### config.mk
export PLATFORM = sky130hd
export DESIGN_NAME = tcc_top
export DESIGN_NICKNAME = d
export VERILOG_FILES = /design/src/include/tcc_pkg.sv /design/src/hdl/tcc_sync.sv /design/src/hdl/tcc_shadow.sv /design/src/hdl/tcc_top.sv
export SDC_FILE = /design/constraint.sdc
export NUM_CORES = 1
export LEC_CHECK = 0
export ABC_CLOCK_PERIOD_IN_PS = 8600
export BUFFER_PORTS_ARGS = -buffer_cell sky130_fd_sc_hd__buf_2
export CORE_ASPECT_RATIO = 1.2
export CORE_MARGIN = 8
export CORE_UTILIZATION = 45
export CTS_CLUSTER_DIAMETER = 80
export DETAILED_ROUTE_END_ITERATION = 8
export HOLD_SLACK_MARGIN = 0.03
export SLEW_MARGIN = 20
export SYNTH_ARGS = -nofsm -noshare
export SYNTH_HDL_FRONTEND = slang
export SYNTH_SLANG_ARGS = --single-unit
### constraint.sdc
create_clock -name clock_i -period 8.6 [get_ports clock_i]
set_clock_uncertainty 0.05 [all_clocks]
set_input_delay 0.86 -clock clock_i [delete_from_list [all_inputs] [get_ports clock_i]]
set_output_delay 0.86 -clock clock_i [all_outputs]
set_load 0.1 [all_outputs]
### src/include/tcc_pkg.sv
package tcc_pkg;

  // ****************************************************************
  // Register map and field layout
  // ****************************************************************
  localparam int          ADDR_W       = 8;
  localparam logic [7:0]  OFS_CONTROL  = 8'h00;
  localparam logic [7:0]  OFS_RELOAD   = 8'h04;
  localparam logic [7:0]  OFS_PRESCALE = 8'h08;
  localparam logic [7:0]  OFS_COUNT    = 8'h0C;
  localparam logic [7:0]  OFS_EVENT    = 8'h10;
  localparam int          POS_UPDATE_GEN = 0;
  localparam logic [1:0]  ALIGN_EDGE   = 2'h0;
  localparam logic [1:0]  ALIGN_DOWN   = 2'h1;
  localparam logic [1:0]  ALIGN_UP     = 2'h2;
  localparam logic [1:0]  ALIGN_BOTH   = 2'h3;

  // ****************************************************************
  // Reset values
  // ****************************************************************
  localparam logic [7:0]  RST_CONTROL  = 8'h00;
  localparam logic [15:0] RST_RELOAD   = 16'hFFFF;
  localparam logic [15:0] RST_PRESCALE = 16'h0000;
  localparam logic [15:0] RST_COUNT    = 16'h0000;

  // Control register one, bit 7 down to bit 0
  typedef struct packed {
    logic       reload_buffer_enable;
    logic [1:0] alignment_mode_select;
    logic       count_direction;
    logic       single_pulse_mode;
    logic       update_request_source;
    logic       update_disable;
    logic       counter_enable_bit;
  } tcc_cr1_t;

  // Slave controller requests, same clock domain
  typedef struct packed {
    logic reset_req;
    logic trigger_mode;
  } tcc_slave_t;

endpackage : tcc_pkg

### src/hdl/tcc_sync.sv
`timescale 1ns/1ns
`default_nettype none

// Three-stage input synchroniser with agreement filter
module tcc_sync
  import tcc_pkg::*;
(
  input  wire logic clock_i,
  input  wire logic reset_n_i,
  input  wire logic async_i,
  output logic      level_o
);

  logic s1_r, s2_r, s3_r, level_r;
  logic s1_nxt, s2_nxt, s3_nxt, level_nxt;

  // Only stage two looks at stage one; level moves once two and three agree
  always_comb
  begin
    s1_nxt    = async_i;
    s2_nxt    = s1_r;
    s3_nxt    = s2_r;
    level_nxt = (s2_r == s3_r) ? s3_r : level_r;
  end

  // State registers
  always_ff @(posedge clock_i)
  begin
    if (!reset_n_i)
    begin
      s1_r    <= 1'b0;
      s2_r    <= 1'b0;
      s3_r    <= 1'b0;
      level_r <= 1'b0;
    end
    else
    begin
      s1_r    <= s1_nxt;
      s2_r    <= s2_nxt;
      s3_r    <= s3_nxt;
      level_r <= level_nxt;
    end
  end

  assign level_o = level_r;

endmodule : tcc_sync

`default_nettype wire

### src/hdl/tcc_shadow.sv
`timescale 1ns/1ns
`default_nettype none

// Buffer-to-active copy, loaded on update events or bypassed
module tcc_shadow
  import tcc_pkg::*;
#(
  parameter int           W         = 16,
  parameter logic [W-1:0] RESET_VAL = '0
)
(
  input  wire logic         clock_i,
  input  wire logic         reset_n_i,
  input  wire logic [W-1:0] buffer_i,
  input  wire logic         bypass_i,
  input  wire logic         load_i,
  output logic      [W-1:0] value_o
);

  logic [W-1:0] shadow_r;
  logic [W-1:0] shadow_nxt;

  // Copy only on load so the active value never changes mid-period while buffered
  always_comb
  begin
    shadow_nxt = load_i ? buffer_i : shadow_r;
  end

  // Shadow register
  always_ff @(posedge clock_i)
  begin
    if (!reset_n_i)
      shadow_r <= RESET_VAL;
    else
      shadow_r <= shadow_nxt;
  end

  // Unbuffered use sees the written value at once
  assign value_o = bypass_i ? buffer_i : shadow_r;

endmodule : tcc_shadow

`default_nettype wire

### src/hdl/tcc_top.sv
// Functional notes
// Reload buffer bit selects direct or shadowed reload
// Alignment 00 counts one way per direction
// Alignment 01 up/down, compare flags counting down
// Alignment 10 up/down, compare flags counting up
// Alignment 11 up/down, compare flags both ways
// Software keeps alignment while counter enabled
// Direction 0 counts up, 1 down
// Single pulse stops counter, clears enable
// Source 0: request on any update cause
// Source 1: request only on over/underflow
// Updates enabled: events load shadow registers
// Updates disabled: no event, shadows hold
// Generation bit or slave reset still reinitialise
// Enable bit 0 stops, 1 runs
// Software enables before external/gated/encoder modes
// Trigger mode sets enable in hardware
// Buffered reload moves to shadow on update
`timescale 1ns/1ns
`default_nettype none

module tcc_top
  import tcc_pkg::*;
#(
  parameter int CW = 16
)
(
  input  wire logic                       clock_i,
  input  wire logic                       reset_n_i,
  input  wire logic [tcc_pkg::ADDR_W-1:0] addr_i,
  input  wire logic [31:0]                wdata_i,
  input  wire logic                       wr_i,
  input  wire logic                       rd_i,
  output logic      [31:0]                rdata_o,
  input  wire tcc_pkg::tcc_slave_t        slave_i,
  input  wire logic                       trigger_pin_i,
  output logic      [CW-1:0]              count_o,
  output logic                            counting_down_o,
  output logic                            compare_flag_allow_o,
  output logic                            update_event_o,
  output logic                            update_irq_o
);

  // ****************************************************************
  // Declarations
  // ****************************************************************
  tcc_cr1_t      cr1_r, cr1_nxt;
  logic [CW-1:0] reload_buf_r, reload_buf_nxt;
  logic [CW-1:0] presc_buf_r, presc_buf_nxt;
  logic [CW-1:0] cnt_r, cnt_nxt;
  logic [CW-1:0] psc_cnt_r, psc_cnt_nxt;
  logic          cdown_r, cdown_nxt;
  logic          trig_prev_r, trig_prev_nxt;
  logic [31:0]   rdata_r, rdata_nxt;
  logic          uev_r, uev_nxt;
  logic          irq_r, irq_nxt;
  logic          cmp_r, cmp_nxt;

  logic [CW-1:0] reload_act;
  logic [CW-1:0] presc_act;
  logic          trig_level;
  logic          trig_rise;
  logic          wr_ctl, wr_reload, wr_presc, wr_cnt, sw_gen;
  logic          reinit;
  logic          tick;
  logic          wrap;
  logic          update_event;
  logic          center;
  logic          going_down;

  // ****************************************************************
  // Submodules
  // ****************************************************************

  // Trigger arrives from a pin, so it is synchronised first
  tcc_sync u_trig_sync (
    .clock_i   (clock_i),
    .reset_n_i (reset_n_i),
    .async_i   (trigger_pin_i),
    .level_o   (trig_level)
  );

  // Reload shadow; bypassed while buffering is off
  tcc_shadow #(
    .W         (CW),
    .RESET_VAL (RST_RELOAD[CW-1:0])
  ) u_reload (
    .clock_i   (clock_i),
    .reset_n_i (reset_n_i),
    .buffer_i  (reload_buf_r),
    .bypass_i  (!cr1_r.reload_buffer_enable),
    .load_i    (update_event),
    .value_o   (reload_act)
  );

  // Prescaler is always buffered
  tcc_shadow #(
    .W         (CW),
    .RESET_VAL (RST_PRESCALE[CW-1:0])
  ) u_presc (
    .clock_i   (clock_i),
    .reset_n_i (reset_n_i),
    .buffer_i  (presc_buf_r),
    .bypass_i  (1'b0),
    .load_i    (update_event),
    .value_o   (presc_act)
  );

  // ****************************************************************
  // Event decode
  // ****************************************************************

  // Bus strobes and update causes
  always_comb
  begin
    wr_ctl    = wr_i && (addr_i == OFS_CONTROL);
    wr_reload = wr_i && (addr_i == OFS_RELOAD);
    wr_presc  = wr_i && (addr_i == OFS_PRESCALE);
    wr_cnt    = wr_i && (addr_i == OFS_COUNT);
    sw_gen    = wr_i && (addr_i == OFS_EVENT) && wdata_i[POS_UPDATE_GEN];
    trig_rise = trig_level && !trig_prev_r;
    reinit    = sw_gen || slave_i.reset_req;
    center    = (cr1_r.alignment_mode_select != ALIGN_EDGE);
    going_down = center ? cdown_r : cr1_r.count_direction;
    tick      = cr1_r.counter_enable_bit && (psc_cnt_r == presc_act);
    if (going_down)
      wrap = tick && (cnt_r == '0);
    else
      wrap = tick && (cnt_r >= reload_act);
    // Disabled updates suppress the event but not the reinit
    update_event = !cr1_r.update_disable && (wrap || reinit);
  end

  // ****************************************************************
  // Counter and prescaler
  // ****************************************************************

  // Reinit has priority over software writes and counting
  always_comb
  begin
    cnt_nxt     = cnt_r;
    cdown_nxt   = cdown_r;
    psc_cnt_nxt = psc_cnt_r;
    if (reinit)
    begin
      psc_cnt_nxt = '0;
      cdown_nxt   = 1'b0;
      cnt_nxt     = (!center && cr1_r.count_direction) ? reload_act : '0;
    end
    else
    begin
      if (cr1_r.counter_enable_bit)
        psc_cnt_nxt = tick ? '0 : psc_cnt_r + 1'b1;
      if (wr_cnt)
        cnt_nxt = wdata_i[CW-1:0];
      else if (tick)
      begin
        if (!center)
        begin
          // Edge-aligned: single direction, wrap to the far end
          if (cr1_r.count_direction)
            cnt_nxt = wrap ? reload_act : cnt_r - 1'b1;
          else
            cnt_nxt = wrap ? '0 : cnt_r + 1'b1;
        end
        else if (reload_act == '0)
          cnt_nxt = '0;                    // Nothing to swing over
        else if (cdown_r)
        begin
          // Center-aligned: turn round at zero and at reload
          cnt_nxt   = wrap ? {{(CW-1){1'b0}}, 1'b1} : cnt_r - 1'b1;
          cdown_nxt = !wrap;
        end
        else
        begin
          cnt_nxt   = wrap ? reload_act - 1'b1 : cnt_r + 1'b1;
          cdown_nxt = wrap;
        end
      end
    end
  end

  // ****************************************************************
  // Register file writes
  // ****************************************************************

  // Hardware set of the enable wins over any clear in the same cycle
  always_comb
  begin
    cr1_nxt        = cr1_r;
    reload_buf_nxt = reload_buf_r;
    presc_buf_nxt  = presc_buf_r;
    trig_prev_nxt  = trig_level;
    if (wr_ctl)
      cr1_nxt = tcc_cr1_t'(wdata_i[7:0]);   // Alignment change is on software
    if (wr_reload)
      reload_buf_nxt = wdata_i[CW-1:0];
    if (wr_presc)
      presc_buf_nxt = wdata_i[CW-1:0];
    if (cr1_r.single_pulse_mode && update_event)
      cr1_nxt.counter_enable_bit = 1'b0;
    if (slave_i.trigger_mode && trig_rise)
      cr1_nxt.counter_enable_bit = 1'b1;
  end

  // ****************************************************************
  // Outputs and read path
  // ****************************************************************

  // Read data only in the cycle after the strobe
  always_comb
  begin
    rdata_nxt = 32'h0000_0000;
    if (rd_i)
    begin
      case (addr_i)
        OFS_CONTROL:
          rdata_nxt = {24'h00_0000, cr1_r.reload_buffer_enable,
                       cr1_r.alignment_mode_select, going_down,
                       cr1_r.single_pulse_mode, cr1_r.update_request_source,
                       cr1_r.update_disable, cr1_r.counter_enable_bit};
        OFS_RELOAD:   rdata_nxt = 32'(reload_buf_r);
        OFS_PRESCALE: rdata_nxt = 32'(presc_buf_r);
        OFS_COUNT:    rdata_nxt = 32'(cnt_r);
        default:      rdata_nxt = 32'h0000_0000;
      endcase
    end
    uev_nxt = update_event;
    // Request source filters software and slave causes
    irq_nxt = update_event && (!cr1_r.update_request_source || wrap);
    case (cr1_nxt.alignment_mode_select)
      ALIGN_DOWN: cmp_nxt = cdown_nxt;
      ALIGN_UP:   cmp_nxt = !cdown_nxt;
      ALIGN_BOTH: cmp_nxt = 1'b1;
      default:    cmp_nxt = 1'b1;
    endcase
  end

  // State registers
  always_ff @(posedge clock_i)
  begin
    if (!reset_n_i)
    begin
      cr1_r        <= tcc_cr1_t'(RST_CONTROL);
      reload_buf_r <= RST_RELOAD[CW-1:0];
      presc_buf_r  <= RST_PRESCALE[CW-1:0];
      cnt_r        <= RST_COUNT[CW-1:0];
      psc_cnt_r    <= RST_PRESCALE[CW-1:0];
      cdown_r      <= 1'b0;
      trig_prev_r  <= 1'b0;
      rdata_r      <= 32'h0000_0000;
      uev_r        <= 1'b0;
      irq_r        <= 1'b0;
      cmp_r        <= 1'b1;
    end
    else
    begin
      cr1_r        <= cr1_nxt;
      reload_buf_r <= reload_buf_nxt;
      presc_buf_r  <= presc_buf_nxt;
      cnt_r        <= cnt_nxt;
      psc_cnt_r    <= psc_cnt_nxt;
      cdown_r      <= cdown_nxt;
      trig_prev_r  <= trig_prev_nxt;
      rdata_r      <= rdata_nxt;
      uev_r        <= uev_nxt;
      irq_r        <= irq_nxt;
      cmp_r        <= cmp_nxt;
    end
  end

  assign rdata_o              = rdata_r;
  assign count_o              = cnt_r;
  assign counting_down_o      = cdown_r;
  assign compare_flag_allow_o = cmp_r;
  assign update_event_o       = uev_r;
  assign update_irq_o         = irq_r;

endmodule : tcc_top

`default_nettype wire

==> results.toml, run 1 <==
[status]
outcome = "complete, no violations"

[yosys]
syn_avg_cell_area_um2 = 8.40
ys_ff_latch = 129
post-synth-top-area-cell = "dfxtp_1"
synth_edf_count = 0
postSynth.asyncResetShare = 0
synth_area_leaders = "dfxtp_1 31%, mux2i_1 6.9%, nand2_1 5.2%"
netlist.area_leader.share = 0.313
ys_seq_area_frac = 0.313
yosysWarnings = 0
synth_flop_cell = "dfxtp_1"
synth_cells = 981
synth_area_um2 = 8240
synth.distinct_cells = 91

[floorplan]
die_area_um2 = 22900
die_w_um = 140
io_pins = 99
die_h_um = 164
coreArea_um2 = 18000
rows = 54
start_util = 0.457

[global_routing]
grt_antenna_before_repair = 0
grt_max_degree = 100
grt_pass1_wl_um = 39600
track_usage = 0.219
grt_pass1_vias = 7166
grt_overflow = 0

[detailed_routing]
ant_nets = 0
routed.top_layer = "met4"
num_vias = 7398
drt_wl_total_um = 25300
met2_length_um = 12200
wl_per_cell_um = 20.4
vias_per_cell = 5.97
wl_met3_um = 1330
drt-initial-drc-count = 595
drtPass1Iterations = 5
wl_met1_um = 10800
drc = 0

[timing]
tightest_slew_ns = 1.04
relSlewSlack = 0.305
fin_crit_ns = 4.12
fmax_ghz = 0.243
whs_ns = 0.395
maxSlewViolCount = 0
min_period_over_period = 0.479
grt_setup_unrepaired = "false"
setup_viol = 0
tns_ns = 0
hold_viol_final = 0

[layout]
multi_input_area_um2 = 5160
fin_util = 0.506
drive_gt1_frac = 0.152
seqCellArea_um2 = 2580
n_fill_cell = 1725
fin_nets = 1074
mostFrequentLayoutCell = "dfxtp_1"
syn_to_final_growth_pct = 10.7
diodes = 0
layout_common_cells = "129 x dfxtp_1, 114 x nand2_1, 70 x nor2_1"

[setup_path]
setup.worst_path.start = "cr1_r[7]$_SDFFE_PN0P_"
r2r_slack_ns = 4.48
startpoint_type = "register"
crit_path_max_incr_delay_ns = 0.65
crit_end = "u_presc.shadow_r[11]$_SDFFE_PN0N_"
rr_worst_depth = 11
crit_top_cell = "mux2i_1"
cp-end-kind = "register"
critical_path_class = "register to register"
reg2reg_to = "u_presc.shadow_r[11]$_SDFFE_PN0N_"
path_cells = "buf_4, mux2i_1, ha_1, nand4_1, a211oi_1, nor3_1, o2111a_1, or3_1, a21oi_4, buf_16, mux2i_1"
worstPathRequired_ns = 8.89
cpMaxStageDelayCell = "or3_1"
cp_num_cells = 11
cp_top_family = "compound AO/OA/AOI/OAI gates"
crit_arrival_ns = 4.41
path_buf_inv = 2
worstReg2RegStart = "cr1_r[7]$_SDFFE_PN0P_"
crit_fanout = 36

[clock_tree]
cts_resized = 0
clock_sinks = 129
htree_levels = 4
clock_latency_ns = 0.42
clk_path_buf_depth = 2
cts.clk_slew.worst_paths_ns = 0.05
root_buffer = "clkbuf_16"
ctsHoldBuffers = 0
numCtsBuffers = 17
post-cts-setup-buffers = 0
tritoncts = "built"

[worst_hold_path]
hold_class = "register to register"

[pwr]
vdd_drop_max_uv = 124
power.leakage_uw = 0.00380
p_per_area_nw_per_um2 = 162

[placed_design]
gp_routability_congestion = 0.908
dp_hpwl_um = 18700
io_buffers = 66

[flow_run]
max-cap-violations = 0
==> power breakdown <==
| group | leakage (µW) | total [µW] | switching [µW] | internal, µW |
|---|---|---|---|---|
| Clock | 0.000275 | 697 | 255 | 443 |
| Combinational | 0.00248 | 161 | 117 | 44.2 |
| Sequential | 0.00105 | 622 | 15.5 | 606 |
| Total | 0.00380 | 1480 | 387 | 1090 |
==> cell families after synthesis <==
group / count (synthesis) / share of synthesized area
AO/OA/AOI/OAI: 199 / 0.177
XOR/XNOR: 43 / 0.0457
adder cells (fa/ha/maj): 22 / 0.0334
buffers and inverters: 115 / 0.0677
flip-flops: 129 / 0.313
multiplexers: 79 / 0.111
other: 1 / 0.000455
AND/OR/NAND/NOR: 393 / 0.251
==> how the worst min path moves through the flow <==
stage	from	end	slack, ns	cells past startpoint
2_1_floorplan	u_trig_sync.s1_r$_SDFF_PN0_	u_trig_sync.s2_r$_SDFF_PN0_	0.36	1
3_3_place_gp	u_trig_sync.s1_r$_SDFF_PN0_	u_trig_sync.s2_r$_SDFF_PN0_	0.38	1
3_5_place_dp	u_trig_sync.s1_r$_SDFF_PN0_	u_trig_sync.s2_r$_SDFF_PN0_	0.39	1
4_1_cts	u_trig_sync.s1_r$_SDFF_PN0_	u_trig_sync.s2_r$_SDFF_PN0_	0.41	1
5_1_grt	u_trig_sync.s1_r$_SDFF_PN0_	u_trig_sync.s2_r$_SDFF_PN0_	0.44	1
6_report	u_trig_sync.s1_r$_SDFF_PN0_	u_trig_sync.s2_r$_SDFF_PN0_	0.39	1
==> final cells by class <==
| class | count | share of cell area |
|---|---|---|
| clock buffers | 23 | 0.0524 |
| clock inverters | 6 | 0.00905 |
| inverters | 30 | 0.0123 |
| multi-input cells | 752 | 0.566 |
| flip-flops and latches | 129 | 0.283 |
| well taps | 224 | 0.0307 |
| repair buffers | 75 | 0.0461 |
==> per-stage QoR <==
step / area, µm² / setup slack [ns] / power (µW) / cells
2_1_floorplan: 8290 / 5.08 / 762 / 996
3_3_place_gp: 8530 / 4.35 / 792 / 1209
3_5_place_dp: 8530 / 4.32 / 792 / 1209
4_1_cts: 9090 / 4.31 / 1490 / 1238
5_1_grt: 9120 / 4.27 / 1530 / 1239
6_report: 9120 / 4.48 / 1480 / 1239
==> sequential cells by signal, indices dropped and copies added (netlist names) <==
name                  cells
cr1_r                     8
u_trig_sync.s2_r          1
reload_buf_r             16
trig_prev_r               1
update_event_o            1
u_reload.shadow_r        16
count_o                  16
update_irq_o              1
u_trig_sync.level_o       1
counting_down_o           1
u_trig_sync.s3_r          1
u_trig_sync.s1_r          1
compare_flag_allow_o      1
presc_buf_r              16
rdata_o                  16
u_presc.shadow_r         16
psc_cnt_r                16
==> layer usage <==
layer,global-route usage,vias to the layer above
met5,0,-
met4,0.108,0
met3,0.0419,61
met2,0.373,250
met1,0.260,3494
li1,-,3593
==> Yosys cell counts (11+ instances only) <==
| master | number |
|---|---|
| o211ai_1 | 40 |
| nor2b_1 | 30 |
| nand2_1 | 114 |
| nand4_1 | 17 |
| xor2_1 | 30 |
| dfxtp_1 | 129 |
| inv_1 | 29 |
| xnor2_1 | 13 |
| mux2i_1 | 57 |
| and3_1 | 11 |
| clkbuf_1 | 43 |
| nand3_1 | 56 |
| buf_4 | 18 |
| o21ai_0 | 32 |
| mux2_2 | 12 |
| nor2_1 | 70 |
| a21oi_1 | 20 |
| nor3_1 | 28 |
| ha_1 | 22 |
| buf_2 | 17 |
(Power assumes the default switching activity.)
==> run 2: changes to the inputs <==
- ABC_CLOCK_PERIOD_IN_PS: 8600 -> 3560
- PLACE_DENSITY: default -> 0.67
- clock period: 8.6 -> 3.56 ns (I/O delays scaled with it)
==> run 2 against run 1 <==
Net effect:
- first-iteration DRC count increased by 16%
- via count increased by 5.1%
- critical path depth decreased by 1
- sequential share of layout area decreased by 1.7 points
- fmax increased by 22%
- global-route usage increased by 0.44 points
- combinational power increased to 2.7 times the previous value
- cell count increased by 5.8%
- non-clock buffer count increased by 68
==> results.toml, run 2 (synthesized netlist as in run 1, its figures left out) <==
[floorplan]
rows = 54
die_w_um = 140
die_area_um2 = 22900
start_util = 0.457
io_pins = 99
die_h_um = 164
coreArea_um2 = 18000

[setup_path]
cp-end-kind = "register"
crit_arrival_ns = 3.59
critical_path_class = "register to register"
crit_fanout = 18
worstPathRequired_ns = 3.79
startpoint_type = "register"

[pwr]
vdd_drop_max_uv = 304
p_per_area_nw_per_um2 = 383
power.leakage_uw = 0.00418
p_total_uw = 3720

[global_routing]
grt_overflow = 0
track_usage = 0.223
grt_antenna_before_repair = 0
grt_max_degree = 94
grt_pass1_wl_um = 40300
grt_pass1_vias = 7352

[clock_tree]
tritoncts = "built"
clk_path_buf_depth = 2
root_buffer = "clkbuf_16"
clock_sinks = 129
cts.clk_slew.worst_paths_ns = 0.06
clock_latency_ns = 0.42
post-cts-setup-buffers = 0
numCtsBuffers = 17
htree_levels = 4

[placed_design]
gp_routability_congestion = 0.938
placement.cell_area_um2 = 9070
dp_hpwl_um = 20000
io_buffers = 66

[detailed_routing]
drt-initial-drc-count = 691
drt_wl_total_um = 26100
ant_nets = 0
wl_per_cell_um = 19.9
drtPass1Iterations = 5
vias_per_cell = 5.93
drc = 0
num_vias = 7776

[layout]
diodes = 0
drive_gt1_frac = 0.209
mostFrequentLayoutCell = "dfxtp_1"
layout_common_cells = "129 x dfxtp_1, 114 x nand2_1, 76 x buf_4"
syn_to_final_growth_pct = 17.7
fin_area_um2 = 9700
fin_nets = 1143

[timing]
whs_ns = 0.112
maxSlewViolCount = 0
min_period_over_period = 0.946
tightest_slew_ns = 1.03
fin_crit_ns = 3.37
hold_viol_final = 0
tns_ns = 0
relSlewSlack = 0.306
setup_viol = 0
grt_setup_unrepaired = "false"
fmax_ghz = 0.297

[flow_run]
max-cap-violations = 0

[worst_hold_path]
hold_class = "input port to register"

[status]
outcome = "complete, no violations"
[run 2: cell count changes in the layout (fill, tap and decap cells not counted), sizes merged]
| cell | before | now |
|---|---|---|
| a21oi | 22 | 23 |
| buf | 75 | 143 |
| bufinv | 2 | 3 |
| clkbuf | 23 | 22 |
| clkinv | 4 | 8 |
| clkinvlp | 1 | 0 |
[run 2: final cells by class]
type / count / area (µm²)
Sequential cell: 129 / 2580
Clock buffer: 22 / 474
Timing Repair Buffer: 143 / 936
Fill cell: 1664 / 8340
Tap cell: 224 / 280
Multi-Input combinational cell: 753 / 5180
Clock inverter: 10 / 133
Inverter: 30 / 113
[run 2: timing repair]
item	in CTS	in global routing
gates cloned	1	0
endpoints found under the setup margin	13	7
pin swaps	1	0
hold buffers	0	0
resized for setup	0	2
[run 2: where the power goes]
group	internal, µW	switching (µW)	total, µW
Combinational	124	311	435
Sequential	1460	17.1	1480
Clock	1150	650	1800
[run 2: critical path, stage by stage (launching register included)]
cell,delay (ns)
dfxtp_1,0.40
buf_12,0.18
mux2i_1,0.30
ha_1,0.19
nand4_1,0.20
a211oi_1,0.29
nor3_1,0.08
o2111a_1,0.17
or3_1,0.50
a21oi_2,0.69
o211ai_1,0.16
[run 2: per-stage QoR]
step | setup WS [ns] | cells | util
final | 0.193 | 1311 | 0.537
after global placement | 0.112 | 1278 | 0.503
after CTS | 0.130 | 1311 | 0.537
after floorplan | 0.0352 | 996 | -
after detailed placement | -0.0267 | 1278 | 0.503
after global routing | 0.00338 | 1311 | 0.537
[run 2: per-layer routing]
metal  global-route usage  wire, µm  vias up
met3               0.0381      1500       65
met1                0.258     10800     3688
met5                    0         0        -
met2                0.392     12800      292
li1                     -         -     3731
met4                0.114       991        0
[run 2: worst paths after layout]
| path | start | endpoint | slack (ns) | cells after the start |
|---|---|---|---|---|
| setup / recovery | cr1_r[7]$_SDFFE_PN0P_ | u_reload.shadow_r[0]$_SDFFE_PN1N_ | 0.19 | 10 |
| hold reg to reg | cr1_r[2]$_SDFFE_PN0P_ | update_irq_o$_SDFF_PN0_ | 0.41 | 1 |
| setup reg to reg | cr1_r[7]$_SDFFE_PN0P_ | u_reload.shadow_r[0]$_SDFFE_PN1N_ | 0.19 | 10 |
| hold / removal | trigger_pin_i | u_trig_sync.s1_r$_SDFF_PN0_ | 0.11 | 2 |
